<file path="config.mk">
export PLATFORM = sky130hd
export DESIGN_NAME = touch_sense_config_bank
export DESIGN_NICKNAME = d
export VERILOG_FILES = /design/src/touch_sense_pkg.sv /design/src/ts_hw_decode.sv /design/src/ts_conv_engine.sv /design/src/touch_sense_config_bank.sv
export VERILOG_INCLUDE_DIRS = /design/src
export SDC_FILE = /design/constraint.sdc
export NUM_CORES = 1
export LEC_CHECK = 0
export BUFFER_PORTS_ARGS = -buffer_cell sky130_fd_sc_hd__buf_4
export CORE_MARGIN = 2
export CORE_UTILIZATION = 57
export CTS_CLUSTER_SIZE = 25
export DETAILED_ROUTE_END_ITERATION = 10
export PLACE_DENSITY = 0.86
export SLEW_MARGIN = 20
export SYNTH_ARGS = -nofsm -noshare
export SYNTH_HDL_FRONTEND = slang
export SYNTH_SLANG_ARGS = --single-unit
</file>
<file path="constraint.sdc">
create_clock -name i_clk_sys -period 13.5 [get_ports i_clk_sys]
set_input_delay 1.35 -clock i_clk_sys [delete_from_list [all_inputs] [get_ports i_clk_sys]]
set_output_delay 1.35 -clock i_clk_sys [all_outputs]
set_load 0.02 [all_outputs]
</file>
<file path="src/touch_sense_map.svh">
/*
  Register offsets, writable masks, reset values, field positions and
  decode tables for the touch sensing configuration bank.
  Assumes it is included by bare name from the design files.
*/
`ifndef TOUCH_SENSE_MAP_SVH
`define TOUCH_SENSE_MAP_SVH

// Register offsets on the host access port.
`define TS_OFF_ALT_DRIVE 8'h37
`define TS_OFF_TP_CONV 8'h3d
`define TS_OFF_ALT_CONV 8'h3e
`define TS_OFF_TP_HW 8'h3f
`define TS_OFF_ALT_HW 8'h40
`define TS_OFF_TP_SET 8'h41
`define TS_OFF_GESTURE 8'h4b
`define TS_OFF_STATUS 8'he0
`define TS_OFF_TP_COUNT 8'he1
`define TS_OFF_ALT_COUNT 8'he2

// Writable bits; all others hold zero.
`define TS_MASK_ALT_DRIVE 16'h1fff
`define TS_MASK_TP_SET 16'hff3f
`define TS_MASK_GESTURE 16'hff1f

// Reset values.
`define TS_RST_ALT_DRIVE 16'h0000
`define TS_RST_CONV 16'h0000
`define TS_RST_HW 16'h0000
`define TS_RST_TP_SET 16'h0000
`define TS_RST_GESTURE 16'h0000

// Hardware settings field positions.
`define TS_HW_NOISE_BIT 15
`define TS_HW_HALF_VOLT_BIT 14
`define TS_HW_RF_BIT 13
`define TS_HW_CAP_BIT 12

// Conversion period limit and charge transfer reference table.
`define TS_PERIOD_MAX 8'h7f
`define TS_FRAC_REF 8'h7f
`define TS_RATE_2000 12'h7d0
`define TS_RATE_1000 12'h3e8
`define TS_RATE_500 12'h1f4
`define TS_RATE_350 12'h15e
`define TS_RATE_250 12'h0fa
`define TS_RATE_125 12'h07d

// Amplifier bias in microamps, count limits and cycle counts.
`define TS_BIAS_0 4'h2
`define TS_BIAS_1 4'h5
`define TS_BIAS_2 4'h7
`define TS_BIAS_3 4'ha
`define TS_MAX_0 15'h03ff
`define TS_MAX_1 15'h07ff
`define TS_MAX_2 15'h0fff
`define TS_MAX_3 15'h4000
`define TS_CYC_0 7'h04
`define TS_CYC_1 7'h08
`define TS_CYC_2 7'h10
`define TS_CYC_3 7'h20
`define TS_DLY_0 7'h04
`define TS_DLY_1 7'h10
`define TS_DLY_2 7'h20
`define TS_DLY_3 7'h40

`endif

</file>
<file path="src/touch_sense_pkg.sv">
/*
  Types shared by the touch sensing configuration bank and its helpers.
  Assumes nothing of its surroundings.
*/
package touch_sense_pkg;

  typedef enum logic [1:0] {CONV_IDLE, CONV_DELAY, CONV_COUNT, CONV_DONE}
    conv_state_e;

  // Decoded analogue front-end settings of one channel.
  typedef struct packed {
    logic static_noise_mode;
    logic pool_cap_half_volt_discharge;
    logic rf_filter_en;
    logic pool_cap_80pf;
    logic [3:0] amp_bias_ua;
    logic [14:0] max_count;
    logic second_low_power_mode_autoprox_en;
    logic [6:0] second_low_power_mode_cycles;
    logic first_low_power_mode_autoprox_en;
    logic [6:0] first_low_power_mode_cycles;
    logic [6:0] init_delay_cycles;
  } hw_cfg_s;

  typedef struct packed {
    logic [7:0] fraction;
    logic [7:0] period;
    logic [11:0] rate_khz;
  } conv_cfg_s;

  typedef struct packed {
    logic [7:0] rx_count;
    logic moving_average_filter;
    logic iir_fixed_damping;
    logic iir_filter_en;
    logic axis_swap;
    logic flip_y;
    logic flip_x;
  } tp_cfg_s;

  typedef struct packed {
    logic [3:0] swipe_hold;
    logic [3:0] swipe;
    logic palm;
    logic press_hold;
    logic triple_tap;
    logic double_tap;
    logic single_tap;
  } gesture_s;

endpackage : touch_sense_pkg

</file>
<file path="src/ts_hw_decode.sv">
/*
  Registered decoder from one hardware settings word to front-end values.
  Assumes the word comes from a register on the same clock.
*/
`timescale 1ns/10ps
`default_nettype none
`include "touch_sense_map.svh"

module ts_hw_decode (
  // Clock, reset and enable.
  input wire logic i_clk_sys,
  input wire logic i_rst,
  input wire logic i_ce,
  // Settings word.
  input wire logic [15:0] i_word,
  // Decoded settings.
  output touch_sense_pkg::hw_cfg_s o_cfg
);

  // Auto-proximity code: upper bit set means disabled.
  function automatic logic [7:0] autoprox(input logic [2:0] code);
    logic [6:0] cyc;
    cyc = `TS_CYC_0;
    case (code[1:0])
      2'h1: cyc = `TS_CYC_1;
      2'h2: cyc = `TS_CYC_2;
      2'h3: cyc = `TS_CYC_3;
      default: cyc = `TS_CYC_0;
    endcase
    return {~code[2], cyc};
  endfunction : autoprox

  // Decode every field; the flops keep top outputs glitch free.
  always_ff @(posedge i_clk_sys or posedge i_rst) begin
    if (i_rst) begin
      o_cfg <= '0;
    end else if (i_ce) begin
      o_cfg.static_noise_mode <= i_word[`TS_HW_NOISE_BIT];
      o_cfg.pool_cap_half_volt_discharge <=
        i_word[`TS_HW_HALF_VOLT_BIT];
      o_cfg.rf_filter_en <= i_word[`TS_HW_RF_BIT];
      o_cfg.pool_cap_80pf <= i_word[`TS_HW_CAP_BIT];
      case (i_word[11:10])
        2'h0: o_cfg.amp_bias_ua <= `TS_BIAS_0;
        2'h1: o_cfg.amp_bias_ua <= `TS_BIAS_1;
        2'h2: o_cfg.amp_bias_ua <= `TS_BIAS_2;
        default: o_cfg.amp_bias_ua <= `TS_BIAS_3;
      endcase
      case (i_word[9:8])
        2'h0: o_cfg.max_count <= `TS_MAX_0;
        2'h1: o_cfg.max_count <= `TS_MAX_1;
        2'h2: o_cfg.max_count <= `TS_MAX_2;
        default: o_cfg.max_count <= `TS_MAX_3;
      endcase
      {o_cfg.second_low_power_mode_autoprox_en,
       o_cfg.second_low_power_mode_cycles} <= autoprox(i_word[7:5]);
      {o_cfg.first_low_power_mode_autoprox_en,
       o_cfg.first_low_power_mode_cycles} <= autoprox(i_word[4:2]);
      case (i_word[1:0])
        2'h0: o_cfg.init_delay_cycles <= `TS_DLY_0;
        2'h1: o_cfg.init_delay_cycles <= `TS_DLY_1;
        2'h2: o_cfg.init_delay_cycles <= `TS_DLY_2;
        default: o_cfg.init_delay_cycles <= `TS_DLY_3;
      endcase
    end
  end
endmodule : ts_hw_decode
`default_nettype wire

</file>
<file path="src/ts_conv_engine.sv">
/*
  Conversion counter of one sensing channel: initial delay, then counts
  charge transfers until the count limit, then stops.
  Assumes i_xfer is a one-cycle pulse already on the system clock.
*/
`timescale 1ns/10ps
`default_nettype none

module ts_conv_engine (
  // Clock, reset and enable.
  input wire logic i_clk_sys,
  input wire logic i_rst,
  input wire logic i_ce,
  // Control and settings.
  input wire logic i_start,
  input wire logic i_xfer,
  input wire logic [14:0] i_max_count,
  input wire logic [6:0] i_init_delay,
  // Progress.
  output logic [14:0] o_count,
  output logic o_busy,
  output logic o_done
);

  touch_sense_pkg::conv_state_e state_reg, state_next;
  logic [6:0] delay_reg;
  logic at_limit;

  assign at_limit = (o_count + 15'h0001) == i_max_count;

  // Next state; a start while busy is ignored.
  always_comb begin
    state_next = state_reg;
    case (state_reg)
      touch_sense_pkg::CONV_IDLE:
        if (i_start) state_next = touch_sense_pkg::CONV_DELAY;
      touch_sense_pkg::CONV_DELAY:
        if (i_xfer && delay_reg == i_init_delay - 7'h01) begin
          state_next = touch_sense_pkg::CONV_COUNT;
        end
      touch_sense_pkg::CONV_COUNT:
        if (i_xfer && at_limit) begin
          state_next = touch_sense_pkg::CONV_DONE;
        end
      default: state_next = touch_sense_pkg::CONV_IDLE;
    endcase
  end

  always_ff @(posedge i_clk_sys or posedge i_rst) begin
    if (i_rst) state_reg <= touch_sense_pkg::CONV_IDLE;
    else if (i_ce) state_reg <= state_next;
  end

  // Delay and conversion counters restart on every accepted start.
  always_ff @(posedge i_clk_sys or posedge i_rst) begin
    if (i_rst) begin
      delay_reg <= 7'h00;
      o_count <= 15'h0000;
    end else if (i_ce) begin
      if (state_reg == touch_sense_pkg::CONV_IDLE && i_start) begin
        delay_reg <= 7'h00;
        o_count <= 15'h0000;
      end else if (i_xfer && state_reg == touch_sense_pkg::CONV_DELAY) begin
        delay_reg <= delay_reg + 7'h01;
      end else if (i_xfer && state_reg == touch_sense_pkg::CONV_COUNT) begin
        o_count <= o_count + 15'h0001;
      end
    end
  end

  // Status flags follow the state register.
  always_ff @(posedge i_clk_sys or posedge i_rst) begin
    if (i_rst) begin
      o_busy <= 1'b0;
      o_done <= 1'b0;
    end else if (i_ce) begin
      o_busy <= state_next != touch_sense_pkg::CONV_IDLE;
      o_done <= state_next == touch_sense_pkg::CONV_DONE;
    end
  end
endmodule : ts_conv_engine
`default_nettype wire

</file>
<file path="src/touch_sense_config_bank.sv">
/*
  Configuration register bank of the trackpad sensing engine, with the
  conversion counters it steers.
  Assumes the I2C engine presents decoded register accesses on this
  clock, and that charge transfer pins arrive from the analogue side.
*/
// What this block does
// - Bits 12:0 select alternate channel drive electrodes
// - Upper conversion byte holds frequency fraction
// - Lower conversion byte holds period, 0 to 127
// - Fraction 127 maps periods to transfer rates
// - Hardware bit 15 enables static noise mode
// - Bit 14 selects pool discharge 0V or 0.5V
// - Bit 13 enables internal RF filters
// - Bit 12 selects 40pF or 80pF pool
// - Bits 11:10 set amplifier bias current
// - Conversion stops when count reaches chosen limit
// - Bits 7:5 set second mode autoprox cycles
// - Bits 4:2 set first mode autoprox cycles
// - Bits 1:0 set initial delay cycles
// - Trackpad upper byte gives receive electrode count
// - Trackpad bit 5 enables moving average filter
// - Bit 4 selects dynamic or fixed damping
// - Bit 3 enables XY IIR filter
// - Bit 2 swaps which electrodes form columns
// - Bits 1 and 0 invert Y and X
// - Gesture bits 15:8 enable swipes and holds
// - Gesture bits 4:0 enable taps, hold, palm
`timescale 1ns/10ps
`default_nettype none
`include "touch_sense_map.svh"

module touch_sense_config_bank #(
  parameter int unsigned DATA_W = 16,
  parameter int unsigned ADDR_W = 8
) (
  // Clock, reset and enable.
  input wire logic i_clk_sys,
  input wire logic i_rst,
  input wire logic i_ce,
  // Register access from the I2C engine.
  input wire logic [ADDR_W-1:0] i_reg_addr,
  input wire logic i_reg_wr,
  input wire logic i_reg_rd,
  input wire logic [DATA_W-1:0] i_reg_wdata,
  output logic [DATA_W-1:0] o_reg_rdata,
  output logic o_reg_ack,
  // Conversion control, index 0 trackpad and 1 alternate channel.
  input wire logic [1:0] i_conv_start,
  input wire logic [1:0] i_xfer_pin,
  output logic [1:0][14:0] o_conv_count,
  output logic [1:0] o_conv_busy,
  output logic [1:0] o_conv_done,
  // Settings to the sensing engine.
  output logic [12:0] o_alt_drive_en,
  output touch_sense_pkg::conv_cfg_s [1:0] o_conv_cfg,
  output touch_sense_pkg::hw_cfg_s [1:0] o_hw_cfg,
  output touch_sense_pkg::tp_cfg_s o_tp_cfg,
  output touch_sense_pkg::gesture_s o_gesture
);

  if (DATA_W != 16 || ADDR_W != 8) begin : g_width_check
    $error("touch_sense_config_bank serves 16-bit data and 8-bit address");
  end

  logic [15:0] alt_drive_reg;
  logic [15:0] tp_set_reg;
  logic [15:0] gesture_reg;
  logic [1:0][15:0] conv_reg;
  logic [1:0][15:0] hw_reg;
  logic [1:0] xfer_meta;
  logic [1:0] xfer_sync;
  logic [1:0] xfer_prev;
  logic [1:0] xfer_pulse;
  logic [15:0] rd_data;

  // Period beyond 127 saturates, so the field never leaves its range.
  function automatic logic [15:0] conv_write(input logic [15:0] w);
    if (w[7:0] > `TS_PERIOD_MAX) return {w[15:8], `TS_PERIOD_MAX};
    return w;
  endfunction : conv_write

  // Charge transfer rate in kHz; zero where the rate is not tabulated.
  function automatic logic [11:0] rate_khz(input logic [15:0] w);
    logic [11:0] r;
    r = 12'h000;
    if (w[15:8] == `TS_FRAC_REF) begin
      case (w[7:0])
        8'h01: r = `TS_RATE_2000;
        8'h05: r = `TS_RATE_1000;
        8'h0c: r = `TS_RATE_500;
        8'h11: r = `TS_RATE_350;
        8'h1a: r = `TS_RATE_250;
        8'h35: r = `TS_RATE_125;
        default: r = 12'h000;
      endcase
    end
    return r;
  endfunction : rate_khz

  // Drive enable mask; bits 15:13 are held at zero.
  always_ff @(posedge i_clk_sys or posedge i_rst) begin
    if (i_rst) begin
      alt_drive_reg <= `TS_RST_ALT_DRIVE;
    end else if (i_ce && i_reg_wr && i_reg_addr == `TS_OFF_ALT_DRIVE) begin
      alt_drive_reg <= i_reg_wdata & `TS_MASK_ALT_DRIVE;
    end
  end

  // Trackpad layout and filter settings; bits 7:6 are held at zero.
  always_ff @(posedge i_clk_sys or posedge i_rst) begin
    if (i_rst) begin
      tp_set_reg <= `TS_RST_TP_SET;
    end else if (i_ce && i_reg_wr && i_reg_addr == `TS_OFF_TP_SET) begin
      tp_set_reg <= i_reg_wdata & `TS_MASK_TP_SET;
    end
  end

  // Gesture enables; bits 7:5 are held at zero.
  always_ff @(posedge i_clk_sys or posedge i_rst) begin
    if (i_rst) begin
      gesture_reg <= `TS_RST_GESTURE;
    end else if (i_ce && i_reg_wr && i_reg_addr == `TS_OFF_GESTURE) begin
      gesture_reg <= i_reg_wdata & `TS_MASK_GESTURE;
    end
  end

  // Per-channel conversion and hardware registers, then their engines.
  for (genvar g = 0; g < 2; g++) begin : g_chan
    localparam logic [7:0] CONV_OFF = g ? `TS_OFF_ALT_CONV : `TS_OFF_TP_CONV;
    localparam logic [7:0] HW_OFF = g ? `TS_OFF_ALT_HW : `TS_OFF_TP_HW;

    // Conversion frequency word.
    always_ff @(posedge i_clk_sys or posedge i_rst) begin
      if (i_rst) begin
        conv_reg[g] <= `TS_RST_CONV;
      end else if (i_ce && i_reg_wr && i_reg_addr == CONV_OFF) begin
        conv_reg[g] <= conv_write(i_reg_wdata);
      end
    end

    // Hardware settings word; every bit is defined.
    always_ff @(posedge i_clk_sys or posedge i_rst) begin
      if (i_rst) begin
        hw_reg[g] <= `TS_RST_HW;
      end else if (i_ce && i_reg_wr && i_reg_addr == HW_OFF) begin
        hw_reg[g] <= i_reg_wdata;
      end
    end

    // Conversion settings as seen by the engine.
    always_ff @(posedge i_clk_sys or posedge i_rst) begin
      if (i_rst) begin
        o_conv_cfg[g] <= '0;
      end else if (i_ce) begin
        o_conv_cfg[g].fraction <= conv_reg[g][15:8];
        o_conv_cfg[g].period <= conv_reg[g][7:0];
        o_conv_cfg[g].rate_khz <= rate_khz(conv_reg[g]);
      end
    end

    ts_hw_decode u_hw_decode (
      .i_clk_sys(i_clk_sys),
      .i_rst(i_rst),
      .i_ce(i_ce),
      .i_word(hw_reg[g]),
      .o_cfg(o_hw_cfg[g])
    );

    // The engine follows the decoded limit, one cycle behind a write.
    ts_conv_engine u_conv (
      .i_clk_sys(i_clk_sys),
      .i_rst(i_rst),
      .i_ce(i_ce),
      .i_start(i_conv_start[g]),
      .i_xfer(xfer_pulse[g]),
      .i_max_count(o_hw_cfg[g].max_count),
      .i_init_delay(o_hw_cfg[g].init_delay_cycles),
      .o_count(o_conv_count[g]),
      .o_busy(o_conv_busy[g]),
      .o_done(o_conv_done[g])
    );
  end

  // Transfer pins are asynchronous; two flops, then an edge detector.
  always_ff @(posedge i_clk_sys or posedge i_rst) begin
    if (i_rst) begin
      xfer_meta <= 2'h0;
      xfer_sync <= 2'h0;
      xfer_prev <= 2'h0;
    end else if (i_ce) begin
      xfer_meta <= i_xfer_pin;
      xfer_sync <= xfer_meta;
      xfer_prev <= xfer_sync;
    end
  end

  assign xfer_pulse = xfer_sync & ~xfer_prev;

  // Electrode, layout and gesture settings to the engine.
  always_ff @(posedge i_clk_sys or posedge i_rst) begin
    if (i_rst) begin
      o_alt_drive_en <= 13'h0000;
      o_tp_cfg <= '0;
      o_gesture <= '0;
    end else if (i_ce) begin
      o_alt_drive_en <= alt_drive_reg[12:0];
      o_tp_cfg.rx_count <= tp_set_reg[15:8];
      o_tp_cfg.moving_average_filter <= tp_set_reg[5];
      o_tp_cfg.iir_fixed_damping <= tp_set_reg[4];
      o_tp_cfg.iir_filter_en <= tp_set_reg[3];
      o_tp_cfg.axis_swap <= tp_set_reg[2];
      o_tp_cfg.flip_y <= tp_set_reg[1];
      o_tp_cfg.flip_x <= tp_set_reg[0];
      o_gesture.swipe_hold <= gesture_reg[15:12];
      o_gesture.swipe <= gesture_reg[11:8];
      o_gesture.palm <= gesture_reg[4];
      o_gesture.press_hold <= gesture_reg[3];
      o_gesture.triple_tap <= gesture_reg[2];
      o_gesture.double_tap <= gesture_reg[1];
      o_gesture.single_tap <= gesture_reg[0];
    end
  end

  // Read decode; unmapped offsets answer zero rather than an error.
  always_comb begin
    if (i_reg_addr == `TS_OFF_ALT_DRIVE) begin
      rd_data = alt_drive_reg;
    end else if (i_reg_addr == `TS_OFF_TP_CONV) begin
      rd_data = conv_reg[0];
    end else if (i_reg_addr == `TS_OFF_ALT_CONV) begin
      rd_data = conv_reg[1];
    end else if (i_reg_addr == `TS_OFF_TP_HW) begin
      rd_data = hw_reg[0];
    end else if (i_reg_addr == `TS_OFF_ALT_HW) begin
      rd_data = hw_reg[1];
    end else if (i_reg_addr == `TS_OFF_TP_SET) begin
      rd_data = tp_set_reg;
    end else if (i_reg_addr == `TS_OFF_GESTURE) begin
      rd_data = gesture_reg;
    end else if (i_reg_addr == `TS_OFF_STATUS) begin
      rd_data = {12'h000, o_conv_done, o_conv_busy};
    end else if (i_reg_addr == `TS_OFF_TP_COUNT) begin
      rd_data = {1'b0, o_conv_count[0]};
    end else if (i_reg_addr == `TS_OFF_ALT_COUNT) begin
      rd_data = {1'b0, o_conv_count[1]};
    end else begin
      rd_data = 16'h0000;
    end
  end

  // Read data and the acknowledge come one cycle after the access.
  always_ff @(posedge i_clk_sys or posedge i_rst) begin
    if (i_rst) begin
      o_reg_rdata <= 16'h0000;
      o_reg_ack <= 1'b0;
    end else if (i_ce) begin
      o_reg_ack <= i_reg_rd | i_reg_wr;
      if (i_reg_rd) o_reg_rdata <= rd_data;
    end
  end
endmodule : touch_sense_config_bank
`default_nettype wire

</file>
==> results_dict.tcl <==
set metrics [dict create \
    final-max-slew-violation-count 0 \
    post_cts.repair.setup_buffers 0 \
    total_power_mw 2.28 \
    synth_edf_count 0 \
    placeableCoreArea_mm2 0.0277 \
    drt_pass_1_iters 6 \
    power_switching_share_pct 26.6 \
    syn-cell-area_mm2 0.0160 \
    power.internal_mw 1.67 \
    dpl_cell_area_mm2 0.0177 \
    ff2ff_path_depth 7 \
    drc 0 \
    antenna_found_initial 0 \
    layout-drive-gt1-share_pct 31.0 \
    synthesized_instance_count 1497 \
    floorplan.initialDensity_pct 57.6 \
    p_leak_nw 8.85 \
    cts-buffers-inserted 35 \
    regMostFlops "o_conv_cfg" \
    postRouteAntennaNets 0 \
    wire_length_of_the_first_global_routing_pass_um 71400 \
    nNetsFinal 1711 \
    min_period_over_period_pct 26.6 \
    pin_count 272 \
    grt_pass1_vias 12700 \
    drt-met1-wl_um 18200 \
    unrepaired_setup_endpoints_after_global_routing "false" \
    crit_path_end_kind "register" \
    final.min_clock_period_ps 3590 \
    synth-async-reset-ratio_pct 100 \
    netlist.area_leader.share_pct 50.7 \
    total_of_cells_resized_after_clock_tree_synthesis 0 \
    placementRows 61 \
    ys_seq_area_share_pct 50.7 \
    critical_path.slowest_cell "sky130_fd_sc_hd__buf_4" \
    post-place-ws_ps 9460 \
    die_area_mm2 0.0294 \
    detailed_place_hpwl_um 32400 \
    fin_setup_tns_ps 0 \
    postSynthRegisterBits 323 \
    biggestRegsByFlops "o_conv_cfg x54, g_chan.u_hw_decode.o_cfg x50" \
    clkSlewWorstSetupHoldPaths_ps 60 \
    worst_setup_path_start_kind "input port" \
    mostFrequentLayoutCell "sky130_fd_sc_hd__dfrtp_1" \
    worstPathMaxFanout 71 \
    port-buffer-count 247 \
    cts.path.max_buffers 3 \
    gp_congestion 0.984 \
    synth.yosys.warnings 0 \
    synth.distinct_cells 82 \
    met3RoutedLength_um 4580 \
    run_status "finished clean" \
    vias 13200 \
    synth_largest_area_cell "sky130_fd_sc_hd__dfrtp_1" \
    worstPathArrival_ps 4010 \
    clock_latency_ps 520 \
    layout.cells.most_common_list "sky130_fd_sc_hd__dfrtp_1, sky130_fd_sc_hd__buf_4, sky130_fd_sc_hd__mux2_2" \
    largest_reg_flops 54 \
    drt_iter0_drc 1437 \
    setup_ws_post_layout_ps 9910 \
    maxClockFrequency_mhz 279 \
    ctsHoldBuffers 0 \
    hold_path_depth 1 \
    worst_clock_skew_ps 13.1 \
    tritoncts_clock_tree "yes" \
    cp_slowest_stage_delay_ps 830 \
    synthToLayoutAreaGrowth_pct 18.3 \
    synth.top_cells.by_area "sky130_fd_sc_hd__dfrtp_1, sky130_fd_sc_hd__mux2_2, sky130_fd_sc_hd__o21ai_0" \
    net-switching-power_mw 0.607 \
    postRouteWirelength_um 46800 \
    hold_viol_final 0 \
    grt.overflow.total 0 \
    clock-sinks 323 \
    max-cap-violations 0 \
    post-route-util_pct 68.1 \
    irDropWorstVdd_uv 99.5 \
    cp_common_cell "sky130_fd_sc_hd__buf_4" \
    path_class_of_the_lowest_slack_min_delay_path "register to register" \
    wl_per_cell_um 22.7 \
    worst_ep_required_time_ps 13920 \
    clock_tree.htree_level_count 2 \
    post_synthesis_average_cell_area_um2 10.7 \
    chipWidth_um 171 \
    max-slew-margin-rel_pct 29.5 \
    power.density_mw_per_mm2 121 \
    chipHeight_um 171 \
    setup_viol 0 \
    average_via_count_per_standard_cell 6.40 \
    worst_path_class_setup "input port to register" \
    pwr-share-clk_pct 41.7 \
    highest-signal-layer "met4" \
    grt_max_degree 203 \
    clock_tree.root_cell "sky130_fd_sc_hd__clkbuf_16" \
    dominantRegCellSynth "sky130_fd_sc_hd__dfrtp_1" \
    tightestPinTransition_ps 1050 \
    sequentialPowerShare_pct 47.4 \
    met2_length_um 21500 \
    comb_power_share_pct 10.9 \
    crit_chain "buf_4 -> buf_4 -> and2_1 -> nand3b_1 -> a211oi_1 -> o2111ai_1 -> o21ai_0" \
    gr-usage-all-layers_pct 31.5 \
    finish.instance_area_mm2 0.0189 \
    insertedDiodeCount 0 \
]
==> cell type report <==
type / count / area, um2
well taps: 378 / 473
inverters: 35 / 139
multi-input cells: 1012 / 7080
fillers: 1957 / 8820
clock inverters: 15 / 145
flip-flops and latches: 323 / 8080
clock buffers: 47 / 1000
repair buffers: 257 / 1960
==> stage by stage <==
| stage | std cells | hold slack, ps |
|---|---|---|
| after floorplan | 1520 | 442 |
| after global placement | 2004 | 479 |
| after detailed placement | 2004 | 482 |
| after CTS | 2066 | 499 |
| after global routing | 2067 | 511 |
| final | 2067 | 492 |
==> synth_stat cells (7+ instances only) <==
master and instances:
sky130_fd_sc_hd__nand4_1 19, sky130_fd_sc_hd__nor2_1 106, sky130_fd_sc_hd__o2bb2ai_1 18, sky130_fd_sc_hd__clkbuf_1 72, sky130_fd_sc_hd__o22ai_1 18, sky130_fd_sc_hd__o31ai_1 18, sky130_fd_sc_hd__inv_1 34, sky130_fd_sc_hd__a22oi_1 17
sky130_fd_sc_hd__ha_1 14, sky130_fd_sc_hd__a31oi_1 18, sky130_fd_sc_hd__nand3_1 23, sky130_fd_sc_hd__a22o_1 21, sky130_fd_sc_hd__and3_1 16, sky130_fd_sc_hd__nand2_1 94, sky130_fd_sc_hd__or3_1 7, sky130_fd_sc_hd__nor3_1 14
sky130_fd_sc_hd__xor2_1 8, sky130_fd_sc_hd__mux2_2 174, sky130_fd_sc_hd__nor2b_1 17, sky130_fd_sc_hd__buf_2 25, sky130_fd_sc_hd__nand2b_1 17, sky130_fd_sc_hd__nand3b_1 7, sky130_fd_sc_hd__buf_4 50, sky130_fd_sc_hd__o21ai_0 115
sky130_fd_sc_hd__mux2i_1 15, sky130_fd_sc_hd__nor4_1 11, sky130_fd_sc_hd__dfrtp_1 323, sky130_fd_sc_hd__and4_1 7, sky130_fd_sc_hd__a21oi_1 75, sky130_fd_sc_hd__xnor2_1 16
==> power by group through the flow <==
stage                     combinational (mW)  clock, mW  sequential (mW)
final                                  0.248      0.951             1.08
after floorplan                        0.153          0             1.09
after detailed placement               0.244          0             1.10
after global placement                 0.235          0             1.09
after global routing                   0.270      0.995             1.09
after CTS                              0.246      0.954             1.08
==> cells by family after synthesis <==
| group | share of synthesized area [%] |
|---|---|
| AND/OR/NAND/NOR | 12.6 |
| AO/OA/AOI/OAI | 15.3 |
| flip-flops | 50.7 |
| multiplexers | 13.2 |
| buffers and inverters | 5.72 |
| XOR/XNOR | 1.32 |
| adder cells (fa/ha/maj) | 1.16 |
| other | 0.0235 |
==> final timing paths <==
kind | start | to | slack, ps
max | i_ce | g_chan[0].u_conv.state_reg[0]$_DFFE_PP0P_ | 9910
min | o_conv_cfg[5]$_DFFE_PP0P_ | o_conv_cfg[5]$_DFFE_PP0P_ | 490
max reg2reg | g_chan[1].u_conv.o_count[0]$_DFFE_PP0P_ | g_chan[1].u_conv.o_done$_DFFE_PP0P_ | 10510
min reg2reg | o_conv_cfg[5]$_DFFE_PP0P_ | o_conv_cfg[5]$_DFFE_PP0P_ | 490
max in group asynchronous | i_rst | conv_reg[29]$_DFFE_PP0P_ | 10880
min in group asynchronous | i_rst | o_conv_cfg[30]$_DFFE_PP0P_ | 980
==> worst max-delay path, delay by kind of cell <==
family	cells	cell delay, ps
simple gates	2	520
compound gates	3	610
buf+inv	2	1450
==> per-layer routing <==
metal,up-vias,track usage [%]
li1,5690,-
met1,6500,42.3
met2,852,49.2
met3,194,6.58
met4,0,15.0
met5,-,0
Note: power is estimated with default switching activity, not from simulation.
